<file path="src/common/obl_pkg.sv">
// Purpose: constants, types and the register map of the option byte latch
// Assumes: 16-bit program address space, 32-bit AXI4-Lite data
// Notes:   field order of obl_opt_t fixes the bit layout of the option byte
//
// Operation
// - option byte sits at fixed nonvolatile location, copied into latches on each reset
// - protect bit 0 lets protected program memory be erased and written bytewise
// - protect bit 1 keeps reads, makes erase or program attempts to the protected span and the vectors fail outside bootloader mode
// - cleared protect bit only takes effect after power-on or external reset
// - single-chip mode always blocks writes to the first four program bytes
// - watchdog runs when disable bit is 0, stops when it is 1
// - watchdog, overtemp and overvoltage enables change only on power-on or external reset
// - oscillator monitor set and clock failing resets the core, switches to RC
// - halt-causes-reset bit set turns a stop instruction into a reset
// - overtemp reset disabled when its bit is 0, enabled when 1
// - overvoltage reset disabled when its bit is 0, enabled when 1
// - protected single-chip program memory is writable only in bootloader mode
package obl_pkg;

   // ==========================================================
   // widths and addresses
   localparam int          OBL_ADDR_W       = 16;
   localparam int          OBL_DATA_W       = 32;
   localparam int          OBL_SYNC_STAGES  = 3;
   localparam logic [15:0] OBL_NVM_OPT_ADDR = 16'h2000;
   localparam logic [15:0] OBL_PM_FIXED_LO  = 16'h2000;
   localparam logic [15:0] OBL_PM_FIXED_HI  = 16'h2003;
   localparam logic [15:0] OBL_PM_PROT_LO   = 16'h2004;
   localparam logic [15:0] OBL_PM_PROT_HI   = 16'h3eff;
   localparam logic [15:0] OBL_VEC_LO       = 16'h3ff0;
   localparam logic [15:0] OBL_VEC_HI       = 16'h3fff;

   // ==========================================================
   // register map
   localparam logic [15:0] OBL_REG_CTRL     = 16'h0000;
   localparam logic [15:0] OBL_REG_STATUS   = 16'h0004;
   localparam logic [15:0] OBL_REG_OPTION   = 16'h2000;
   localparam int          OBL_CTRL_RELOAD  = 0;
   localparam logic [1:0]  OBL_RESP_OKAY    = 2'h0;
   localparam logic [1:0]  OBL_RESP_SLVERR  = 2'h2;

   // ==========================================================
   // types
   typedef struct packed {
      logic [1:0] rsvd;
      logic       program_memory_protect;
      logic       watchdog_disable;
      logic       oscillator_monitor_enable;
      logic       halt_causes_reset;
      logic       overtemp_reset_enable;
      logic       overvoltage_reset_enable;
   } obl_opt_t;

   typedef struct packed {
      logic single_chip;
      logic use_rc_osc;
      logic hard_load;
      logic loaded;
   } obl_status_t;

   localparam obl_opt_t OBL_OPT_RESET = 8'h00;

   typedef enum logic [2:0] {
      OBL_ST_REQ  = 3'b001,
      OBL_ST_WAIT = 3'b010,
      OBL_ST_RUN  = 3'b100
   } obl_state_t;

endpackage : obl_pkg

</file>
<file path="src/logic/obl_option_byte_latch.sv">
// Purpose: loads the option byte from nonvolatile memory and drives device settings
// Assumes: aresetn is the power-on or external reset; soft_reset marks internal resets
// Notes:   nvm read port answers with nvm_rd_valid while nvm_rd_req is high
`timescale 1ns/1ns
module obl_option_byte_latch
   import obl_pkg::*;
#(
   parameter int ADDR_W = OBL_ADDR_W
) (
   input  wire logic              aclk,
   input  wire logic              aresetn,
   input  wire logic              ce,
   // axi4-lite slave
   input  wire logic [ADDR_W-1:0] s_axi_awaddr,
   input  wire logic              s_axi_awvalid,
   output logic                   s_axi_awready,
   input  wire logic [31:0]       s_axi_wdata,
   input  wire logic [3:0]        s_axi_wstrb,
   input  wire logic              s_axi_wvalid,
   output logic                   s_axi_wready,
   output logic [1:0]             s_axi_bresp,
   output logic                   s_axi_bvalid,
   input  wire logic              s_axi_bready,
   input  wire logic [ADDR_W-1:0] s_axi_araddr,
   input  wire logic              s_axi_arvalid,
   output logic                   s_axi_arready,
   output logic [31:0]            s_axi_rdata,
   output logic [1:0]             s_axi_rresp,
   output logic                   s_axi_rvalid,
   input  wire logic              s_axi_rready,
   // nonvolatile memory read port
   output logic                   nvm_rd_req,
   output logic [15:0]            nvm_rd_addr,
   input  wire logic [7:0]        nvm_rd_data,
   input  wire logic              nvm_rd_valid,
   // reset controller and core
   input  wire logic              soft_reset,
   input  wire logic              single_chip_mode,
   input  wire logic              bootloader_mode,
   input  wire logic              halt_req,
   input  wire logic              osc_fail_async,
   input  wire logic              pm_wr_valid,
   input  wire logic [15:0]       pm_wr_addr,
   output logic                   pm_wr_grant,
   output logic                   pm_wr_deny,
   output logic                   halt_exec,
   output logic                   halt_reset,
   output logic                   osc_mon_reset,
   output logic                   use_rc_osc,
   output logic                   watchdog_enable,
   output logic                   overtemp_reset_enable,
   output logic                   overvoltage_reset_enable,
   output logic                   options_loaded
);

   // ==========================================================
   // helpers
   function automatic logic in_span(input logic [15:0] a, input logic [15:0] lo,
                                    input logic [15:0] hi);
      in_span = (a >= lo) && (a <= hi);
   endfunction : in_span

   // ==========================================================
   // loader state
   obl_state_t  state_q, state_d;
   obl_opt_t    opt_q, opt_d;
   obl_opt_t    raw_q, raw_d;
   logic        hard_q, hard_d;
   logic        loaded_q, loaded_d;
   logic        req_q, req_d;
   logic        wdog_en_q, wdog_en_d;
   logic        ot_en_q, ot_en_d;
   logic        ov_en_q, ov_en_d;
   logic        reload_q, reload_d;

   always_comb begin
      state_d   = state_q;
      opt_d     = opt_q;
      raw_d     = raw_q;
      hard_d    = hard_q;
      loaded_d  = loaded_q;
      req_d     = req_q;
      case (state_q)
         OBL_ST_REQ: begin
            req_d   = 1'b1;
            state_d = OBL_ST_WAIT;
         end
         OBL_ST_WAIT: begin
            if (nvm_rd_valid) begin
               req_d    = 1'b0;
               raw_d    = obl_opt_t'(nvm_rd_data);
               opt_d    = obl_opt_t'(nvm_rd_data);
               loaded_d = 1'b1;
               state_d  = OBL_ST_RUN;
               if (!hard_q) begin
                  opt_d.program_memory_protect = raw_d.program_memory_protect
                                               | opt_q.program_memory_protect;
                  opt_d.watchdog_disable         = opt_q.watchdog_disable;
                  opt_d.overtemp_reset_enable    = opt_q.overtemp_reset_enable;
                  opt_d.overvoltage_reset_enable = opt_q.overvoltage_reset_enable;
               end
            end
         end
         OBL_ST_RUN: begin
            if (soft_reset || reload_q) begin
               hard_d  = 1'b0;
               state_d = OBL_ST_REQ;
            end
         end
         default: state_d = OBL_ST_REQ;
      endcase
      wdog_en_d = ~opt_d.watchdog_disable;
      ot_en_d   = opt_d.overtemp_reset_enable;
      ov_en_d   = opt_d.overvoltage_reset_enable;
   end

   always_ff @(posedge aclk) begin
      if (!aresetn) begin
         state_q   <= OBL_ST_REQ;
         opt_q     <= OBL_OPT_RESET;
         raw_q     <= OBL_OPT_RESET;
         hard_q    <= 1'b1;
         loaded_q  <= 1'b0;
         req_q     <= 1'b0;
         wdog_en_q <= 1'b1;
         ot_en_q   <= 1'b0;
         ov_en_q   <= 1'b0;
      end else if (ce) begin
         state_q   <= state_d;
         opt_q     <= opt_d;
         raw_q     <= raw_d;
         hard_q    <= hard_d;
         loaded_q  <= loaded_d;
         req_q     <= req_d;
         wdog_en_q <= wdog_en_d;
         ot_en_q   <= ot_en_d;
         ov_en_q   <= ov_en_d;
      end
   end

   // ==========================================================
   // register bus
   logic              awready_q, awready_d;
   logic              wready_q, wready_d;
   logic              bvalid_q, bvalid_d;
   logic [1:0]        bresp_q, bresp_d;
   logic              arready_q, arready_d;
   logic              rvalid_q, rvalid_d;
   logic [1:0]        rresp_q, rresp_d;
   logic [31:0]       rdata_q, rdata_d;
   logic [ADDR_W-1:0] awaddr_q, awaddr_d;
   logic [31:0]       wdata_q, wdata_d;
   logic              wbyte0_q, wbyte0_d;
   logic              use_rc_q, use_rc_d;
   obl_status_t       status;

   assign status = '{single_chip: single_chip_mode, use_rc_osc: use_rc_q,
                     hard_load: hard_q, loaded: loaded_q};

   always_comb begin
      awready_d = awready_q;
      wready_d  = wready_q;
      bvalid_d  = bvalid_q;
      bresp_d   = bresp_q;
      arready_d = arready_q;
      rvalid_d  = rvalid_q;
      rresp_d   = rresp_q;
      rdata_d   = rdata_q;
      awaddr_d  = awaddr_q;
      wdata_d   = wdata_q;
      wbyte0_d  = wbyte0_q;
      reload_d  = 1'b0;
      if (s_axi_awvalid && awready_q) begin
         awaddr_d  = s_axi_awaddr;
         awready_d = 1'b0;
      end
      if (s_axi_wvalid && wready_q) begin
         wdata_d  = s_axi_wdata;
         wbyte0_d = s_axi_wstrb[0];
         wready_d = 1'b0;
      end
      if (!awready_q && !wready_q && !bvalid_q) begin
         bvalid_d = 1'b1;
         bresp_d  = OBL_RESP_OKAY;
         if (16'(awaddr_q) == OBL_REG_CTRL) begin
            reload_d = wbyte0_q & wdata_q[OBL_CTRL_RELOAD];
         end else if (16'(awaddr_q) == OBL_REG_STATUS
                      || 16'(awaddr_q) == OBL_REG_OPTION) begin
            bresp_d = OBL_RESP_OKAY;
         end else begin
            bresp_d = OBL_RESP_SLVERR;
         end
      end
      if (bvalid_q && s_axi_bready) begin
         bvalid_d  = 1'b0;
         awready_d = 1'b1;
         wready_d  = 1'b1;
      end
      if (s_axi_arvalid && arready_q) begin
         arready_d = 1'b0;
         rvalid_d  = 1'b1;
         rresp_d   = OBL_RESP_OKAY;
         if (16'(s_axi_araddr) == OBL_REG_CTRL) begin
            rdata_d = '0;
         end else if (16'(s_axi_araddr) == OBL_REG_STATUS) begin
            rdata_d = 32'(status);
         end else if (16'(s_axi_araddr) == OBL_REG_OPTION) begin
            rdata_d = 32'(opt_q);
         end else begin
            rdata_d = '0;
            rresp_d = OBL_RESP_SLVERR;
         end
      end
      if (rvalid_q && s_axi_rready) begin
         rvalid_d  = 1'b0;
         arready_d = 1'b1;
      end
   end

   always_ff @(posedge aclk) begin
      if (!aresetn) begin
         awready_q <= 1'b1;
         wready_q  <= 1'b1;
         bvalid_q  <= 1'b0;
         bresp_q   <= OBL_RESP_OKAY;
         arready_q <= 1'b1;
         rvalid_q  <= 1'b0;
         rresp_q   <= OBL_RESP_OKAY;
         rdata_q   <= '0;
         awaddr_q  <= '0;
         wdata_q   <= '0;
         wbyte0_q  <= 1'b0;
         reload_q  <= 1'b0;
      end else if (ce) begin
         awready_q <= awready_d;
         wready_q  <= wready_d;
         bvalid_q  <= bvalid_d;
         bresp_q   <= bresp_d;
         arready_q <= arready_d;
         rvalid_q  <= rvalid_d;
         rresp_q   <= rresp_d;
         rdata_q   <= rdata_d;
         awaddr_q  <= awaddr_d;
         wdata_q   <= wdata_d;
         wbyte0_q  <= wbyte0_d;
         reload_q  <= reload_d;
      end
   end

   // ==========================================================
   // write checks, halt and oscillator monitor
   logic [OBL_SYNC_STAGES-1:0] osc_sync_q, osc_sync_d;
   logic                       osc_stable_q, osc_stable_d;
   logic                       osc_rst_q, osc_rst_d;
   logic                       grant_q, grant_d;
   logic                       deny_q, deny_d;
   logic                       hexec_q, hexec_d;
   logic                       hrst_q, hrst_d;
   logic                       prot_hit;

   assign prot_hit = in_span(pm_wr_addr, OBL_PM_PROT_LO, OBL_PM_PROT_HI)
                   | in_span(pm_wr_addr, OBL_VEC_LO, OBL_VEC_HI);

   always_comb begin
      osc_sync_d   = {osc_sync_q[OBL_SYNC_STAGES-2:0], osc_fail_async};
      osc_stable_d = osc_stable_q;
      osc_rst_d    = 1'b0;
      use_rc_d     = use_rc_q;
      grant_d      = 1'b0;
      deny_d       = 1'b0;
      hexec_d      = 1'b0;
      hrst_d       = 1'b0;
      if (osc_sync_q[1] == osc_sync_q[2]) begin
         osc_stable_d = osc_sync_q[2];
      end
      // clock failure resets and picks RC
      if (opt_q.oscillator_monitor_enable && osc_stable_d && !osc_stable_q) begin
         osc_rst_d = 1'b1;
         use_rc_d  = 1'b1;
      end
      if (pm_wr_valid) begin
         if (!loaded_q) begin
            deny_d = 1'b1;
         end else if (single_chip_mode
                      && in_span(pm_wr_addr, OBL_PM_FIXED_LO, OBL_PM_FIXED_HI)) begin
            deny_d = 1'b1;
         end else if (opt_q.program_memory_protect && prot_hit && !bootloader_mode) begin
            deny_d = 1'b1;
         end else begin
            grant_d = 1'b1;
         end
      end
      if (halt_req) begin
         hrst_d  = opt_q.halt_causes_reset;
         hexec_d = ~opt_q.halt_causes_reset;
      end
   end

   always_ff @(posedge aclk) begin
      if (!aresetn) begin
         osc_sync_q   <= '0;
         osc_stable_q <= 1'b0;
         osc_rst_q    <= 1'b0;
         use_rc_q     <= 1'b0;
         grant_q      <= 1'b0;
         deny_q       <= 1'b0;
         hexec_q      <= 1'b0;
         hrst_q       <= 1'b0;
      end else if (ce) begin
         osc_sync_q   <= osc_sync_d;
         osc_stable_q <= osc_stable_d;
         osc_rst_q    <= osc_rst_d;
         use_rc_q     <= use_rc_d;
         grant_q      <= grant_d;
         deny_q       <= deny_d;
         hexec_q      <= hexec_d;
         hrst_q       <= hrst_d;
      end
   end

   // ==========================================================
   // outputs
   assign s_axi_awready = awready_q;
   assign s_axi_wready  = wready_q;
   assign s_axi_bvalid  = bvalid_q;
   assign s_axi_bresp   = bresp_q;
   assign s_axi_arready = arready_q;
   assign s_axi_rvalid  = rvalid_q;
   assign s_axi_rresp   = rresp_q;
   assign s_axi_rdata   = rdata_q;
   assign nvm_rd_req    = req_q;
   assign nvm_rd_addr   = OBL_NVM_OPT_ADDR;
   assign pm_wr_grant   = grant_q;
   assign pm_wr_deny    = deny_q;
   assign halt_exec     = hexec_q;
   assign halt_reset    = hrst_q;
   assign osc_mon_reset = osc_rst_q;
   assign use_rc_osc    = use_rc_q;
   assign watchdog_enable          = wdog_en_q;
   assign overtemp_reset_enable    = ot_en_q;
   assign overvoltage_reset_enable = ov_en_q;
   assign options_loaded           = loaded_q;

endmodule : obl_option_byte_latch

</file>
<file path="config.mk">
export PLATFORM = sky130hd
export DESIGN_NAME = obl_option_byte_latch
export DESIGN_NICKNAME = d
export VERILOG_FILES = /design/src/common/obl_pkg.sv /design/src/logic/obl_option_byte_latch.sv
export SDC_FILE = /design/constraint.sdc
export NUM_CORES = 1
export LEC_CHECK = 0
export ABC_AREA = 1
export BUFFER_PORTS_ARGS = -buffer_cell sky130_fd_sc_hd__buf_4
export CELL_PAD_IN_SITES_DETAIL_PLACEMENT = 0
export CELL_PAD_IN_SITES_GLOBAL_PLACEMENT = 1
export CORE_ASPECT_RATIO = 2
export CORE_UTILIZATION = 27
export CTS_BUF_LIST = sky130_fd_sc_hd__clkbuf_2
export DETAILED_ROUTE_END_ITERATION = 10
export PLACE_DENSITY_LB_ADDON = 0.1
export RECOVER_POWER = 50
export SETUP_SLACK_MARGIN = 0.15
export SYNTH_ARGS = -nofsm -noshare
export SYNTH_HDL_FRONTEND = slang
export SYNTH_SLANG_ARGS = --single-unit
export TNS_END_PERCENT = 5
</file>
<file path="constraint.sdc">
create_clock -name aclk -period 1.23 [get_ports aclk]
set_input_delay 0.0615 -clock aclk [delete_from_list [all_inputs] [get_ports aclk]]
set_output_delay 0.0615 -clock aclk [all_outputs]
set_load 0.05 [all_outputs]
</file>
==> reports/metrics.csv, run 1 <==
metric,value,unit
RD Place Congestion,0.807,
All-Layer GR Usage,14.9,%
Worst Hold End,awaddr_q[13],
share of layout cells above drive strength 1,31.2,%
worst setup path class,reg2reg,
hold depth,6,
Tcrit/Tclk final,92.0,%
DIE HEIGHT,149,um
Hold WC Path Type,in2reg,
vias in the first global route,2829,
Final Instance Count excl. Fillers,702,
Post-synth EDFFs,0,
arrival time at the worst endpoint,1540,ps
final hold violation count,0,
Power Dens Cells,1070,nW/um2
Crit-path slowest cell,dfxtp_1,
"top cells by area, synth","dfxtp_1 41%, buf_4 11%, nand2_1 7.9%",
final count of negative-setup-slack endpoints,0,
"flops & latches, synth",59,
Worst Path Buf+Inv,1,
Synth area leader,dfxtp_1,
clk_skew,24.5,ps
PortBufs,96,
CTS tree,done,
Final #Nets,667,
setup_tns,0,ps
Num CTS Buffers,9,
drt pass-1 iters,4,
"Top FF cell, synth",dfxtp_1,
first-pass GRT wire length,12400,um
Starting DRT DRC Count,59,
startpoint types,flip-flop,
"CTS clk-pin slew, worst paths",150,ps
Max Fclk,884,MHz
P_leak,2.12,nW
most frequent cell after synthesis,nand2_1,
Mapped Area,2900,um2
post-layout minimum cycle time,1130,ps
H-tree Lvls,3,
Post-DRT Antenna Nets,0,
Post-synth top cells,"61 x nand2_1, 59 x dfxtp_1, 49 x inv_1",
core area,10500,um2
ant diodes,0,
Filler cells,1119,
status,finished clean,
critical-path maximum fanout,4,
maximum vdd drop,1.04,mV
CP peak stage delay,340,ps
worst r2r path cells,5,
global route total overflow,0,
Fin Hold WS,45.7,ps
Sink Count,59,
flop-to-flop setup slack,100,ps
fraction of registers with async set or reset after synthesis,0,%
Crit Reg-Reg Startpoint,state_q[2],
post-synthesis sequential area ratio,40.7,%
full die area,11200,um2
antenna violations before repair,0,
"Req. time, crit path",1640,ps
HPWL after DPL,6240,um
largest net degree at the start of global routing,31,
Max Cap Viol,0,
routed vias,2984,
Cell Count Post-Placement,634,
Yosys cell types,31,
synth warn,0,
max-slew violations,0,
Synth Area per Inst,7.20,um2
RSZ-0062 raised after global routing,yes,
Horiz. Die Dim,75.3,um
top cell type's share of synthesized area,40.7,%
Starting Density,27.7,%
"Clk Latency, worst-skew pair",490,ps
Row Count,53,
CTS Buffer Depth,2,
Syn-to-layout area delta,59.6,%
final WL,8280,um
reg2reg end,state_q[1],
Critical Path Sink Type,flip-flop,
Top Ports,175,
root buffer cell,clkbuf_2,
WL/cell,11.8,um
Mapped Cells,403,
drt via density,4.25,
DRC,0,
Crit path max-delay family,compound AO/OA/AOI/OAI gates,
Critical path origin,state_q[2],
CP Cell Sequence,inv_1 -> nand3_4 -> o211ai_1 -> nand2_1 -> a21oi_1,
critical hold path startpoint,ce,
[layout by cell type, fill, tap and decap left out, types with 12 or more instances in the layout]
cell | netlist | layout
a21oi_1 | 44 | 44
clkbuf_2 | 0 | 12
conb_1 | 2 | 42
buf_4 | 44 | 81
nor2_1 | 37 | 34
dlygate4sd3_1 | 0 | 47
inv_1 | 49 | 48
o21ai_0 | 30 | 28
buf_8 | 0 | 25
nand2_1 | 61 | 61
dfxtp_1 | 59 | 33
dfxtp_2 | 0 | 23
nand3_1 | 26 | 25
[kinds of logic (layout without fill, tap and decap cells)]
family	after synthesis	after routing	synth area share, %
AO/OA/AOI/OAI	85	85	15.4
adder cells (fa/ha/maj)	1	1	0.345
buffers and inverters	108	230	20.1
flip-flops	59	59	40.7
other	2	42	0.259
AND/OR/NAND/NOR	148	148	23.2
[how the worst max path moves through the flow]
stage	to	cells past startpoint
6_report	state_q[1]	5
5_1_grt	state_q[2]	5
4_1_cts	s_axi_arready	1
3_5_place_dp	s_axi_rdata[0]	8
3_3_place_gp	s_axi_rdata[2]	8
2_1_floorplan	s_axi_bresp[1]	5
[metrics by stage]
stage	cell area [um2]	total power, mW	utilization [%]	worst slack, ps
after floorplan	3050	2.81	-	46.9
after global placement	3670	3.01	35.0	-4.29
after detailed placement	3670	3.02	35.0	-28.0
after CTS	4510	5.03	43.0	60.8
after global routing	4630	5.22	44.2	-12.3
final	4630	4.96	44.2	98.4
[where the power goes]
group	total (mW)	internal (mW)	switching, mW
Clock	1.80	1.08	0.721
Combinational	1.11	0.430	0.683
Sequential	2.05	2.00	0.0483
Total	4.96	3.51	1.45
[what timing repair did]
item / 4_1_cts / 5_1_grt
hold endpoints to repair: 54 / 2
pin swaps: 0 / 6
setup buffers: 4 / 0
resized for setup: 56 / 45
setup endpoints to repair: 43 / 56
hold buffers: 47 / 1
[cell type report]
cell class | count | area (um2) | share of cell area [%]
well taps | 137 | 171 | 3.70
inverters | 53 | 205 | 4.43
clock inverters | 6 | 128 | 2.76
clock buffers | 10 | 50.0 | 1.08
multi-input cells | 276 | 1340 | 28.9
repair buffers | 161 | 1520 | 32.8
flip-flops and latches | 59 | 1220 | 26.4
[tightest hold or removal path: cells and delay by family]
family	cells	cell delay [ps]
and+or+nand+nor	3	180
AOI/OAI and AO/OA	1	50
buffers and inverters	2	190
[per-layer routing]
metal  vias to the layer above  wire (um)  track usage, %
met4                         0        108            5.46
li1                       1529          -               -
met2                        89       4750            29.1
met5                         -          0               0
met3                         7        467            4.88
met1                      1359       2950            13.4
[flip-flops by register name (all words and copies together) (netlist names), 3 cells and up]
register,cells
awaddr_q,16
s_axi_rdata,8
opt_q,6
osc_sync_q,3
state_q,3
No activity file was read; power rests on OpenSTA's default activity.
==> inputs of run 2 (changes only) <==
==> constraint.sdc (replaced) <==
create_clock -name aclk -period 1.23 [get_ports aclk]
set_input_delay 0.1845 -clock aclk [delete_from_list [all_inputs] [get_ports aclk]]
set_output_delay 0.1845 -clock aclk [all_outputs]
set_load 0.05 [all_outputs]
==> reports/metrics.csv, run 2 (same netlist as run 1, synthesis figures left out) <==
metric,value,unit
setup_tns,0,ps
critical hold path startpoint,soft_reset,
final worst slack,13.0,ps
Sink Count,59,
status,finished clean,
CTS Buffer Depth,2,
max FFs per register,16,
fin util,43.4,%
Horiz. Die Dim,75.3,um
Crit path max-delay family,flip-flops,
drt via density,4.21,
"Req. time, crit path",1050,ps
CP Depth,1,
Crit-path slowest cell,dfxtp_2,
core area,10500,um2
Power Dens Cells,1040,nW/um2
reg2reg end,reload_q,
Starting DRT DRC Count,89,
Tcrit/Tclk final,98.9,%
most frequent cells in the layout,"83 x buf_4, 59 x nand2_1, 47 x inv_1, 44 x a21oi_1, 42 x conb_1",
Max Cap Viol,0,
final WL,8020,um
Placement Setup Slack,-149,ps
largest net degree at the start of global routing,31,
root buffer cell,clkbuf_2,
Fin Hold WS,107,ps
arrival time at the worst endpoint,1030,ps
final count of negative-setup-slack endpoints,0,
vias in the first global route,2737,
worst r2r path cells,6,
worst setup path class,reg2out,
HPWL after DPL,6250,um
Worst Hold End,hard_q,
"CTS clk-pin slew, worst paths",190,ps
Num CTS Buffers,9,
Critical Path Sink Type,output port,
Row Count,53,
CP Cell Sequence,buf_8,
global route total overflow,0,
RSZ-0062 raised after global routing,yes,
Hold WC Path Type,in2reg,
ant diodes,0,
DIE HEIGHT,149,um
Top Ports,175,
routed vias,2911,
DRC,0,
post-layout minimum cycle time,1220,ps
full die area,11200,um2
critical-path maximum fanout,3,
Crit Reg-Reg Startpoint,s_axi_wready,
max-slew violations,0,
Max Fclk,822,MHz
Worst Path Buf+Inv,1,
WL/cell,11.6,um
startpoint types,flip-flop,
CP peak stage delay,390,ps
antenna violations before repair,0,
RD Place Congestion,0.816,
clk_skew,29.8,ps
hold depth,4,
Syn-to-layout area delta,56.6,%
CTS tree,done,
share of layout cells above drive strength 1,34.2,%
Starting Density,27.7,%
first-pass GRT wire length,12100,um
maximum vdd drop,0.813,mV
Post-DRT Antenna Nets,0,
most flop-heavy register,awaddr_q,
PortBufs,96,
H-tree Lvls,3,
All-Layer GR Usage,14.6,%
"Clk Latency, worst-skew pair",490,ps
P_leak,2.09,nW
final hold violation count,0,
drt pass-1 iters,4,
"most common cell after layout, fill and taps aside",buf_4,
flop-to-flop setup slack,40,ps
Final #Nets,657,
## run 2: repair_timing
item	CTS	global route
hold buffers	33	0
setup buffers	4	0
pin swaps	15	17
cloned	0	0
setup endpoints to repair	43	55
resized for setup	92	20
hold endpoints to repair	36	0
## run 2: how the worst max path moves through the flow
stage                                start        endpoint  slack, ps
after floorplan               s_axi_wready  s_axi_bresp[1]         50
after CTS                   s_axi_rdata[4]  s_axi_rdata[4]        -50
after global placement    s_axi_araddr[11]  s_axi_rdata[0]       -150
after global routing         s_axi_arready   s_axi_arready        -90
final                        s_axi_arready   s_axi_arready         10
after detailed placement   s_axi_araddr[9]  s_axi_rdata[0]       -150
## run 2: area by class of cell
| class | count | area, um2 |
|---|---|---|
| clock inverter | 6 | 104 |
| inverter | 53 | 204 |
| multi-input combinational | 276 | 1380 |
| clock buffer | 10 | 50.0 |
| sequential | 59 | 1220 |
| timing repair buffer | 151 | 1420 |
| tap | 137 | 171 |
| fill | 1114 | 5930 |
## run 2: per-layer routing
metal / wire length [um] / up-vias / track usage, % / share of wire, %
met1: 2860 / 1307 / 13.5 / 36
met4: 76 / 0 / 5.09 / 0.95
met3: 483 / 5 / 4.47 / 6.0
met2: 4600 / 91 / 28.2 / 57
li1: - / 1508 / - / -
met5: 0 / - / 0 / 0
## run 2: per-stage QoR
stage,std cells,power (mW),area (um2)
6_report,692,4.73,4540
5_1_grt,692,5.00,4540
4_1_cts,692,4.80,4490
3_5_place_dp,639,3.03,3710
3_3_place_gp,639,3.02,3710
2_1_floorplan,443,2.81,3050
## run 2: where the power goes
group	leakage, nW	switching (mW)	total, mW	internal [mW]
logic	1.50	0.681	1.09	0.412
clock network	0.0933	0.714	1.59	0.873
registers	0.493	0.0498	2.05	2.00
==> inputs of run 3 (changes only) <==
CORE_ASPECT_RATIO = 1.4   (was 2)
CORE_MARGIN = 8   (was unset)
CTS_CLUSTER_SIZE = 40   (was unset)
==> reports/metrics.csv, run 3 (same netlist as run 1, synthesis figures left out) <==
metric,value,unit
worst setup path class,in2reg,
Hold WC Path Type,in2reg,
Num CTS Buffers,9,
Final Instance Count excl. Fillers,696,
Crit Reg-Reg Startpoint,state_q[2],
drt pass-1 iters,4,
Starting Density,27.3,%
Starting DRT DRC Count,107,
failing checks,negative setup slack,
area of the multi-input gates,1330,um2
H-tree Lvls,3,
"Clk Latency, worst-skew pair",470,ps
worst r2r path cells,5,
total chip power,4.09,mW
"CTS clk-pin slew, worst paths",160,ps
RD Place Congestion,0.758,
critical hold path startpoint,nvm_rd_data[4],
WL/cell,12.2,um
arrival time at the worst endpoint,1630,ps
vias in the first global route,2833,
Horiz. Die Dim,104,um
most flop-heavy register,awaddr_q,
Filler cells,1113,
critical-path maximum fanout,16,
Syn-to-layout area delta,52.0,%
post-layout minimum cycle time,1280,ps
maximum vdd drop,0.536,mV
drt via density,4.15,
Max Cap Viol,0,
final hold violation count,0,
largest net degree at the start of global routing,32,
root buffer cell,clkbuf_2,
final count of negative-setup-slack endpoints,3,
core area,10600,um2
Top Ports,175,
PortBufs,96,
max FFs per register,16,
Power Dens Cells,926,nW/um2
CTS tree,done,
final worst slack,-49.4,ps
full die area,14400,um2
DIE HEIGHT,139,um
DRC,0,
clk_skew,22.4,ps
max-slew violations,0,
ant diodes,0,
antenna violations before repair,0,
routed vias,2890,
first-pass GRT wire length,13800,um
fin util,41.5,%
All-Layer GR Usage,11.8,%
P_leak,2.03,nW
Tcrit/Tclk final,104,%
share of layout cells above drive strength 1,33.5,%
startpoint types,primary input,
final WL,8500,um
Cell Count Post-Placement,644,
"Req. time, crit path",1580,ps
global route total overflow,0,
hold depth,4,
reg2reg end,state_q[2],
status,finished with violations,
RSZ-0062 raised after global routing,yes,
Row Count,45,
CTS Buffer Depth,2,
most frequent cells in the layout,"81 x buf_4, 61 x nand2_1, 45 x inv_1, 45 x a21oi_1, 42 x conb_1",
Worst Hold End,watchdog_enable,
Sink Count,59,
Final #Nets,657,
Post-DRT Antenna Nets,0,
flop-to-flop setup slack,100,ps
Register Area,1220,um2
Max Fclk,782,MHz
"most common cell after layout, fill and taps aside",buf_4,
HPWL after DPL,6690,um
Critical Path Sink Type,flip-flop,
[run 3: cell count changes in the layout (fill, tap and decap cells not counted), moves of 3 or more]
cell and change:
o21ai_0 -11, clkbuf_4 +3, nor2_4 -3, bufinv_16 -3
o21ai_1 +11
[run 3: where the power goes]
group / total (mW) / internal (mW) / leakage [nW] / switching, mW
clock: 0.951 / 0.273 / 0.0608 / 0.678
combinational: 1.08 / 0.408 / 1.48 / 0.676
sequential: 2.05 / 2.00 / 0.492 / 0.0510
[run 3: worst max path at each step]
stage                          startpoint             end  slack, ps  depth (start not counted)
after CTS                    s_axi_wready    s_axi_wready       -100                          2
final                             aresetn      state_q[0]        -50                          6
after detailed placement  s_axi_araddr[9]  s_axi_rdata[2]       -110                          9
after floorplan              s_axi_wready  s_axi_bresp[1]         50                          5
after global placement    s_axi_araddr[1]  s_axi_rdata[2]        -90                          8
after global routing         s_axi_wready    s_axi_wready       -120                          2
[run 3: timing repair]
action,4_1_cts,5_1_grt
endpoints found under the hold margin,36,0
resized for setup,91,20
endpoints found under the setup margin,39,55
pin swaps,16,18
hold buffers,34,0
buffers inserted,1,1
[run 3: cell type report]
class,instances,area share (%)
clock inverter,4,0.397
multi-input combinational,276,30.1
sequential,59,27.7
timing repair buffer,151,31.9
clock buffer,12,1.36
tap,141,4.00
inverter,53,4.59
[run 3: routing by layer]
metal  routed length, um  global-route usage, %  vias up
met5                   0                      0        -
met4                  82                   5.36        0
met3                 594                   4.37        6
met2                4190                   20.0       98
met1                3630                   12.7     1273
li1                    -                      -     1513
[run 3: critical path, cell delays in order]
cell           delay (ps)
dlygate4sd3_1         530
clkbuf_2              280
inv_1                 150
clkbuf_2              240
a21oi_1               150
o31ai_1                80
[run 3: per-stage QoR]
step           worst slack (ps)  hold slack [ps]  TNS, ps  cell area, um2
2_1_floorplan              46.9              319        0            3050
3_3_place_gp              -93.9              410     -300            3720
3_5_place_dp               -115              412     -382            3720
4_1_cts                    -101             33.8     -402            4410
5_1_grt                    -121             66.9    -1730            4410
6_report                  -49.4             74.3    -91.4            4410
